<file path="config.mk">
export PLATFORM = sky130hd
export DESIGN_NAME = usc_top
export DESIGN_NICKNAME = d
export VERILOG_FILES = /design/src/verilog/usc_pkg.sv /design/src/verilog/usc_rxq_if.sv /design/src/verilog/usc_top.sv /design/src/verilog/usc_rx_level.sv
export SDC_FILE = /design/constraint.sdc
export NUM_CORES = 1
export LEC_CHECK = 0
export ABC_AREA = 1
export BUFFER_PORTS_ARGS = -buffer_cell sky130_fd_sc_hd__buf_2
export CAP_MARGIN = 20
export CORE_ASPECT_RATIO = 0.7
export CORE_MARGIN = 3
export CORE_UTILIZATION = 47
export CTS_BUF_LIST = sky130_fd_sc_hd__clkbuf_16
export DETAILED_ROUTE_END_ITERATION = 8
export PLACE_DENSITY = 0.77
export SYNTH_ARGS = -nofsm -noshare
export SYNTH_HDL_FRONTEND = slang
export SYNTH_SLANG_ARGS = --single-unit
</file>
<file path="constraint.sdc">
create_clock -name clock -period 2.2 [get_ports clock]
set_clock_uncertainty 0.15 [all_clocks]
set_input_delay 0.22 -clock clock [delete_from_list [all_inputs] [get_ports clock]]
set_output_delay 0.22 -clock clock [all_outputs]
set_load 0.1 [all_outputs]
</file>
<file path="src/verilog/usc_pkg.sv">
package usc_pkg;
    localparam logic [31:0] BREAK_ALIAS_OFFSET     = 32'h5000_1090;
    localparam logic [31:0] MODE_ALIAS_OFFSET      = 32'h5000_1094;
    localparam logic [31:0] FIFO_ON_ALIAS_OFFSET   = 32'h5000_1098;
    localparam logic [31:0] RX_TRIG_ALIAS_OFFSET   = 32'h5000_109c;
    localparam logic [31:0] FIFO_CONTROL_OFFSET    = 32'h5000_1008;
    localparam logic [31:0] LINE_CONTROL_OFFSET    = 32'h5000_100c;
    localparam logic [31:0] MODEM_CONTROL_OFFSET   = 32'h5000_1010;
    localparam logic [31:0] INT_STATUS_OFFSET      = 32'h5000_10b0;
    localparam logic [31:0] INT_MASK_OFFSET        = 32'h5000_10b4;
    localparam logic [31:0] RX_LEVEL_OFFSET        = 32'h5000_10b8;

    localparam int BREAK_BIT     = 6;
    localparam int LOOPBACK_BIT  = 4;
    localparam int INFRARED_BIT  = 6;
    localparam int FIFO_ON_BIT   = 0;
    localparam int RX_RESET_BIT  = 1;
    localparam int TX_RESET_BIT  = 2;
    localparam int MODE_BIT      = 3;
    localparam int TX_TRIG_LSB   = 4;
    localparam int RX_TRIG_LSB   = 6;
    localparam int INT_RX_BIT    = 0;
    localparam int INT_FLUSH_BIT = 1;

    localparam logic [7:0] LINE_CONTROL_RESET  = 8'h00;
    localparam logic [7:0] MODEM_CONTROL_RESET = 8'h00;
    localparam logic [7:0] FIFO_CONTROL_RESET  = 8'h00;
    localparam logic [7:0] FIFO_STORED_MASK    = 8'hf9;
    localparam logic [1:0] INT_RESET           = 2'h0;

    localparam logic [1:0] TRIG_ONE     = 2'h0;
    localparam logic [1:0] TRIG_QUARTER = 2'h1;
    localparam logic [1:0] TRIG_HALF    = 2'h2;
    localparam logic [1:0] TRIG_TWO_OFF = 2'h3;
endpackage : usc_pkg

</file>
<file path="src/verilog/usc_rxq_if.sv">
`timescale 1ns/10ps
interface usc_rxq_if #(parameter int LEVEL_WIDTH = 5);
    logic                   push;
    logic                   pop;
    logic                   flush;
    logic [LEVEL_WIDTH-1:0] level;
    logic                   full;

    modport ctrl (output push, output pop, output flush, input level, input full);
    modport count (input push, input pop, input flush, output level, output full);
endinterface : usc_rxq_if

</file>
<file path="src/verilog/usc_top.sv">
`timescale 1ns/10ps
// Function
// - Break alias is a second path to line control bit 6; forces spacing.
// - Without loopback, serial output stays low while break is set.
// - Without loopback, infrared mode with break keeps the infrared output pulsing.
// - Loopback routes break to our own receiver, not the pin.
// - Transfer-mode alias is fifo control bit 3; writes touch nothing else.
// - Transfer-mode 0 and 1 select the two request signalling modes.
// - FIFO-enable alias mirrors fifo control bit 0, enabling both FIFOs.
// - FIFO enable falling from 1 to 0 empties both FIFOs.
// - Receive-trigger alias mirrors fifo control bits 7:6 only.
// - Received-data interrupt rises when receive level reaches the threshold.
// - In transfer mode 1, receive request follows the same threshold.
// - Trigger codes: one, quarter, half, two below full.
module usc_top #(
    parameter int FIFO_DEPTH  = 16,
    parameter int LEVEL_WIDTH = 5
) (
    input  wire logic                   clock,
    input  wire logic                   rst,
    input  wire logic [31:0]            bus_addr,
    input  wire logic [15:0]            bus_wdata,
    input  wire logic                   bus_write,
    input  wire logic                   bus_read,
    output logic      [15:0]            bus_rdata,
    input  wire logic                   tx_serial_raw,
    input  wire logic                   infrared_raw,
    input  wire logic                   rx_serial_line,
    input  wire logic [LEVEL_WIDTH-1:0] tx_fifo_level,
    input  wire logic                   rx_push,
    input  wire logic                   rx_pop,
    output logic                        serial_out_line,
    output logic                        infrared_out_line,
    output logic                        receiver_in_line,
    output logic                        tx_fifo_flush,
    output logic      [LEVEL_WIDTH-1:0] rx_fifo_level,
    output logic                        tx_transfer_request,
    output logic                        rx_transfer_request,
    output logic                        irq
);
    usc_rxq_if #(.LEVEL_WIDTH(LEVEL_WIDTH)) rxq ();

    usc_rx_level #(
        .FIFO_DEPTH  (FIFO_DEPTH),
        .LEVEL_WIDTH (LEVEL_WIDTH)
    ) u_rx_level (
        .clock (clock),
        .rst   (rst),
        .rxq   (rxq)
    );

    function automatic logic hit(input logic [31:0] addr, input logic [31:0] offset);
        hit = (addr == offset);
    endfunction : hit

    function automatic logic [LEVEL_WIDTH-1:0] threshold(input logic [1:0] code,
                                                          input logic       fifo_on);
        logic [LEVEL_WIDTH-1:0] value;
        value = LEVEL_WIDTH'(1);
        if (fifo_on) begin
            case (code)
                usc_pkg::TRIG_ONE:     value = LEVEL_WIDTH'(1);
                usc_pkg::TRIG_QUARTER: value = LEVEL_WIDTH'(FIFO_DEPTH / 4);
                usc_pkg::TRIG_HALF:    value = LEVEL_WIDTH'(FIFO_DEPTH / 2);
                usc_pkg::TRIG_TWO_OFF: value = LEVEL_WIDTH'(FIFO_DEPTH - 2);
                default:               value = LEVEL_WIDTH'(1);
            endcase
        end
        threshold = value;
    endfunction : threshold

    logic [7:0]             line_control_reg;
    logic [7:0]             modem_control_reg;
    logic [7:0]             fifo_control_reg;
    logic [7:0]             fifo_control_next;
    logic [1:0]             int_status_reg;
    logic [1:0]             int_mask_reg;
    logic [15:0]            rdata_reg;
    logic [15:0]            rdata_next;
    logic                   flush_rx_reg;
    logic                   flush_tx_reg;
    logic                   pulse_reg;
    logic                   above_reg;
    logic [2:0]             rx_sync_reg;
    logic                   rx_stable_reg;
    logic                   break_on;
    logic                   loopback_on;
    logic                   ir_break;
    logic                   fifo_on;
    logic                   mode_one;
    logic                   fifo_off_event;
    logic                   above;
    logic [LEVEL_WIDTH-1:0] rx_threshold;
    logic [1:0]             int_events;

    assign break_on    = line_control_reg[usc_pkg::BREAK_BIT];
    assign loopback_on = modem_control_reg[usc_pkg::LOOPBACK_BIT];
    assign ir_break    = modem_control_reg[usc_pkg::INFRARED_BIT] && break_on && !loopback_on;
    assign fifo_on     = fifo_control_reg[usc_pkg::FIFO_ON_BIT];
    assign mode_one    = fifo_control_reg[usc_pkg::MODE_BIT];

    // Both paths land in the same flip-flop, so no copy can go stale.
    always_ff @(posedge clock) begin
        if (rst) begin
            line_control_reg <= usc_pkg::LINE_CONTROL_RESET;
        end else if (bus_write && hit(bus_addr, usc_pkg::LINE_CONTROL_OFFSET)) begin
            line_control_reg <= bus_wdata[7:0];
        end else if (bus_write && hit(bus_addr, usc_pkg::BREAK_ALIAS_OFFSET)) begin
            line_control_reg[usc_pkg::BREAK_BIT] <= bus_wdata[0];
        end
    end

    always_ff @(posedge clock) begin
        if (rst) begin
            modem_control_reg <= usc_pkg::MODEM_CONTROL_RESET;
        end else if (bus_write && hit(bus_addr, usc_pkg::MODEM_CONTROL_OFFSET)) begin
            modem_control_reg <= bus_wdata[7:0];
        end
    end

    always_comb begin
        fifo_control_next = fifo_control_reg;
        if (bus_write && hit(bus_addr, usc_pkg::FIFO_CONTROL_OFFSET)) begin
            fifo_control_next = bus_wdata[7:0] & usc_pkg::FIFO_STORED_MASK;
        end else if (bus_write && hit(bus_addr, usc_pkg::MODE_ALIAS_OFFSET)) begin
            fifo_control_next[usc_pkg::MODE_BIT] = bus_wdata[0];
        end else if (bus_write && hit(bus_addr, usc_pkg::FIFO_ON_ALIAS_OFFSET)) begin
            fifo_control_next[usc_pkg::FIFO_ON_BIT] = bus_wdata[0];
        end else if (bus_write && hit(bus_addr, usc_pkg::RX_TRIG_ALIAS_OFFSET)) begin
            fifo_control_next[usc_pkg::RX_TRIG_LSB +: 2] = bus_wdata[1:0];
        end
    end

    assign fifo_off_event = fifo_on && !fifo_control_next[usc_pkg::FIFO_ON_BIT];

    always_ff @(posedge clock) begin
        if (rst) begin
            fifo_control_reg <= usc_pkg::FIFO_CONTROL_RESET;
        end else begin
            fifo_control_reg <= fifo_control_next;
        end
    end

    // The reset bits are self-clearing, so they live only as one-cycle flush pulses.
    always_ff @(posedge clock) begin
        if (rst) begin
            flush_rx_reg <= 1'b0;
            flush_tx_reg <= 1'b0;
        end else begin
            flush_rx_reg <= fifo_off_event || (bus_write && bus_wdata[usc_pkg::RX_RESET_BIT]
                            && hit(bus_addr, usc_pkg::FIFO_CONTROL_OFFSET));
            flush_tx_reg <= fifo_off_event || (bus_write && bus_wdata[usc_pkg::TX_RESET_BIT]
                            && hit(bus_addr, usc_pkg::FIFO_CONTROL_OFFSET));
        end
    end

    assign rxq.push      = rx_push;
    assign rxq.pop       = rx_pop;
    assign rxq.flush     = flush_rx_reg;
    assign tx_fifo_flush = flush_tx_reg;
    assign rx_fifo_level = rxq.level;

    assign rx_threshold = threshold(fifo_control_reg[usc_pkg::RX_TRIG_LSB +: 2], fifo_on);
    assign above        = (rxq.level >= rx_threshold);

    always_ff @(posedge clock) begin
        if (rst) begin
            above_reg <= 1'b0;
        end else begin
            above_reg <= above;
        end
    end

    // Mode 0 asks per character; mode 1 asks receive bursts gated by the threshold and transmit whenever not full.
    always_comb begin
        if (mode_one) begin
            rx_transfer_request = above;
            tx_transfer_request = (tx_fifo_level != LEVEL_WIDTH'(FIFO_DEPTH));
        end else begin
            rx_transfer_request = (rxq.level != '0);
            tx_transfer_request = (tx_fifo_level == '0);
        end
    end

    // A clean break ends only when the pin is released, hence the priority order.
    always_comb begin
        if (loopback_on) begin
            serial_out_line = 1'b1;
        end else if (break_on) begin
            serial_out_line = 1'b0;
        end else begin
            serial_out_line = tx_serial_raw;
        end
    end

    always_ff @(posedge clock) begin
        if (rst) begin
            pulse_reg <= 1'b0;
        end else begin
            pulse_reg <= ir_break ? !pulse_reg : 1'b0;
        end
    end

    assign infrared_out_line = ir_break ? pulse_reg : infrared_raw;

    // The receive pin is only trusted once the last two stages agree.
    always_ff @(posedge clock) begin
        if (rst) begin
            rx_sync_reg   <= 3'h7;
            rx_stable_reg <= 1'b1;
        end else begin
            rx_sync_reg <= {rx_sync_reg[1:0], rx_serial_line};
            if (rx_sync_reg[1] == rx_sync_reg[2]) begin
                rx_stable_reg <= rx_sync_reg[2];
            end
        end
    end

    assign receiver_in_line = loopback_on ? (tx_serial_raw && !break_on) : rx_stable_reg;

    assign int_events[usc_pkg::INT_RX_BIT]    = above && !above_reg;
    assign int_events[usc_pkg::INT_FLUSH_BIT] = fifo_off_event;

    // An event in the cycle of the clearing read survives it.
    always_ff @(posedge clock) begin
        if (rst) begin
            int_status_reg <= usc_pkg::INT_RESET;
        end else if (bus_read && hit(bus_addr, usc_pkg::INT_STATUS_OFFSET)) begin
            int_status_reg <= int_events;
        end else begin
            int_status_reg <= int_status_reg | int_events;
        end
    end

    always_ff @(posedge clock) begin
        if (rst) begin
            int_mask_reg <= usc_pkg::INT_RESET;
        end else if (bus_write && hit(bus_addr, usc_pkg::INT_MASK_OFFSET)) begin
            int_mask_reg <= bus_wdata[1:0];
        end
    end

    assign irq = |(int_status_reg & int_mask_reg);

    always_comb begin
        rdata_next = 16'h0000;
        if (hit(bus_addr, usc_pkg::BREAK_ALIAS_OFFSET)) begin
            rdata_next[0] = break_on;
        end else if (hit(bus_addr, usc_pkg::MODE_ALIAS_OFFSET)) begin
            rdata_next[0] = mode_one;
        end else if (hit(bus_addr, usc_pkg::FIFO_ON_ALIAS_OFFSET)) begin
            rdata_next[0] = fifo_on;
        end else if (hit(bus_addr, usc_pkg::RX_TRIG_ALIAS_OFFSET)) begin
            rdata_next[1:0] = fifo_control_reg[usc_pkg::RX_TRIG_LSB +: 2];
        end else if (hit(bus_addr, usc_pkg::FIFO_CONTROL_OFFSET)) begin
            rdata_next[7:0] = fifo_control_reg;
        end else if (hit(bus_addr, usc_pkg::LINE_CONTROL_OFFSET)) begin
            rdata_next[7:0] = line_control_reg;
        end else if (hit(bus_addr, usc_pkg::MODEM_CONTROL_OFFSET)) begin
            rdata_next[7:0] = modem_control_reg;
        end else if (hit(bus_addr, usc_pkg::INT_STATUS_OFFSET)) begin
            rdata_next[1:0] = int_status_reg;
        end else if (hit(bus_addr, usc_pkg::INT_MASK_OFFSET)) begin
            rdata_next[1:0] = int_mask_reg;
        end else if (hit(bus_addr, usc_pkg::RX_LEVEL_OFFSET)) begin
            rdata_next[LEVEL_WIDTH-1:0] = rxq.level;
        end
    end

    always_ff @(posedge clock) begin
        if (rst) begin
            rdata_reg <= 16'h0000;
        end else begin
            rdata_reg <= bus_read ? rdata_next : 16'h0000;
        end
    end

    assign bus_rdata = rdata_reg;
endmodule : usc_top

</file>
<file path="src/verilog/usc_rx_level.sv">
`timescale 1ns/10ps
module usc_rx_level #(
    parameter int FIFO_DEPTH  = 16,
    parameter int LEVEL_WIDTH = 5
) (
    input  wire logic clock,
    input  wire logic rst,
    usc_rxq_if.count  rxq
);
    logic [LEVEL_WIDTH-1:0] level_reg;
    logic                   take;
    logic                   give;

    // A push into a full queue or a pop from an empty one is dropped.
    assign take = rxq.push && (level_reg != LEVEL_WIDTH'(FIFO_DEPTH));
    assign give = rxq.pop && (level_reg != '0);

    always_ff @(posedge clock) begin
        if (rst || rxq.flush) begin
            level_reg <= '0;
        end else if (take && !give) begin
            level_reg <= level_reg + 1'b1;
        end else if (give && !take) begin
            level_reg <= level_reg - 1'b1;
        end
    end

    assign rxq.level = level_reg;
    assign rxq.full  = (level_reg == LEVEL_WIDTH'(FIFO_DEPTH));
endmodule : usc_rx_level

</file>
==> impl_metrics.csv <==
group,metric,value,unit
synth,syn_avg_cell_area,6.66,um2
sta,fmax,0.404,GHz
sta,worst_pin_slew,0.487,ns
hold_path,min_path_type,"in -> reg",
sta,relSlewSlack,67.2,%
synth,synth-seq-cells,47,
drt,routed_via_density,5.28,
sta,setup_tns,-0.779,ns
hold_path,hold_path_depth,3,
grt,grt_max_degree,21,
synth,synth_warnings,0,
synth,async_reset_ff_share,0,%
final_layout,drive_gt1_share,31.4,%
clocking,cts_sinks,47,
place,portBuffers,73,
sta,maxSlewViolCount,0,
sta,setup_slack,-0.275,ns
synth,synth.top_cells.by_count,"nand2_1 (76), inv_1 (65), nor2_1 (63)",
sta,grt_setup_unrepaired,"true",
critical_path,worstPathArrival,2.50,ns
sta,setup_viol,4,
pwr,pwr_density_cell,940,mW/mm2
final_layout,fin_util,65.1,%
critical_path,cp-end-kind,"flip-flop",
synth,synth_top_area_cell,"dfxtp_1",
critical_path,start_kind,"flip-flop",
critical_path,r2r_cells,12,
die,initial_core_util,49.9,%
clocking,numCtsBuffers,5,
drt,drc,0,
hold_path,holdPathEnd,"modem_control_reg[5]",
die,die_x,101,um
clocking,clk_pin_slew,0.07,ns
grt,grt_pass1_vias,2902,
critical_path,reg2reg_from,"u_rx_level.rxq.level[3]",
clocking,clk_latency,0.29,ns
clocking,cts_max_level,2,
outcome,status,"complete, but fails checks",
die,die_h,72.2,um
sta,finalHoldViolCount,0,
critical_path,reg2reg_to,"u_rx_level.rxq.level[4]",
die,ioPinCount,90,
synth,synth_area_leaders,"dfxtp_1 (32%), nand2_1 (9.7%), inv_1 (8.3%), nor2_1 (8.0%), o21ai_0 (6.1%)",
synth,synth_edf_count,0,
pwr,p_leak,0.00192,uW
drt,vias,3237,
final_layout,final_nets,608,
die,rows,23,
die,die_area,0.00727,mm2
outcome,violations,"setup timing",
final_layout,area_delta_synth_final,30.4,%
critical_path,reg2reg_slack,-0.27,ns
pwr,vdd_drop_max,618,uV
drt,routedWlPerCell,14.1,um
place,place_congestion,0.889,
synth,synth_seq_area_share,31.9,%
synth,synthCells,442,
final_layout,antenna_cells,0,
sta,period_share,112,%
die,core,0.00590,mm2
hold_path,hold_start,"bus_wdata[5]",
grt,antenna_found_initial,0,
critical_path,crit_type,"reg -> reg",
synth,ys_types,41,
synth,yosysMostFrequentCell,"nand2_1",
critical_path,crit_fanout,4,
place,dp_hpwl,6.50,mm
grt,grt_use_total,23.8,%
synth,synth_top_area_share,31.9,%
grt,grt_pass1_wl,13.8,mm
drt,drtIter0Drc,259,
sta,min_period,2.47,ns
clocking,cts_tree,"yes",
synth,syn_area,0.00295,mm2
flow_run,maxCapViolCount,0,
drt,ant_nets,0,
synth,synth_flop_cell,"dfxtp_1",
drt,first_pass_iters,7,
clocking,clk_path_buf_depth,2,
critical_path,critPathRequiredTime,2.23,ns
grt,grt-ovfl-total,0,
drt,wl,8.64,mm
clocking,cts_root_buffer,"clkbuf_16",
[cell families after synthesis]
group                      after synthesis  synth area share, %
and+or+nand+nor                        202                 32.7
xor gates and xnor gates                 2                0.595
DFF                                     47                 31.9
buffers and inverters                   86                 12.5
muxes                                    1                0.382
adders and majority gates                9                 4.08
other                                    1                0.127
AOI/OAI and AO/OA                       94                 17.7
[cells in the final DEF, fill, tap and decap left out, types with 3 or more instances in the layout]
cell,instances
nand2_1,74
nor2_2,8
dfxtp_1,39
nor2_1,63
nand2_4,3
dfxtp_4,8
clkbuf_16,5
nor3_1,6
o21ai_0,29
a21oi_1,33
nor2_4,4
inv_1,62
o21ai_1,8
or2_2,3
ha_4,4
nand2_2,8
a21oi_2,3
inv_2,6
buf_2,72
nand3_2,4
ha_1,4
conb_1,8
nand4_1,4
buf_4,22
nand3_1,19
[stage by stage]
step | power, uW | cell area [um2] | cells | hold WS, ns | setup slack (ns)
after detailed placement | 2610 | 3560 | 598 | 0.245 | -0.250
final | 3610 | 3840 | 613 | 0.0456 | -0.275
after global placement | 2570 | 3560 | 598 | 0.249 | -0.161
after CTS | 3450 | 3740 | 609 | 0.0437 | -0.235
after floorplan | 2140 | 3060 | 449 | 0.174 | -0.213
after global routing | 3770 | 3840 | 613 | 0.0593 | -0.359
[metal layers]
layer	global-route usage, %	wire [um]	up-vias
met5	0	0	-
met4	5.98	155	0
met3	7.01	954	33
met2	34.3	3780	184
met1	34.7	3750	1419
li1	-	-	1601
[timing repair]
item	CTS	global route
resized for setup	3	21
pin swaps	2	8
setup buffers	2	4
hold endpoints to repair	1	0
endpoints found under the setup margin	4	4
hold buffers	1	0
cloned	0	0
[how the worst max path moves through the flow]
stage                     depth (start not counted)                    start                 endpoint
after global placement                           12  u_rx_level.rxq.level[3]  u_rx_level.rxq.level[4]
after global routing                             12  u_rx_level.rxq.level[3]  u_rx_level.rxq.level[4]
after floorplan                                  12  u_rx_level.rxq.level[3]  u_rx_level.rxq.level[4]
final                                            12  u_rx_level.rxq.level[3]  u_rx_level.rxq.level[4]
after CTS                                        12  u_rx_level.rxq.level[0]  u_rx_level.rxq.level[4]
after detailed placement                         12  u_rx_level.rxq.level[3]  u_rx_level.rxq.level[4]
[where the power goes]
part / switching [uW] / internal (uW) / total, uW / leakage, uW
Sequential: 62.7 / 938 / 1000 / 0.000386
Combinational: 1120 / 696 / 1810 / 0.00146
Clock: 363 / 434 / 797 / 0.0000723
[worst max-delay path, stage by stage (launching register included)]
cell,delay [ns]
dfxtp_4,0.35
nor4_4,0.36
nand2_2,0.11
nand2_2,0.08
ha_4,0.14
inv_4,0.05
fa_2,0.36
a21o_1,0.18
a21oi_2,0.14
o21ai_1,0.07
a21o_1,0.18
o21ai_2,0.14
a21oi_1,0.06
[cell type report]
class                           instances  area, um2
Tap cell                               75       93.8
Clock buffer                            5        125
Sequential cell                        47        971
Clock inverter                          3       27.5
Fill cell                             513       2060
Timing Repair Buffer                   98        578
Multi-Input combinational cell        316       1780
Inverter                               69        262
(Power assumes the default switching activity.)
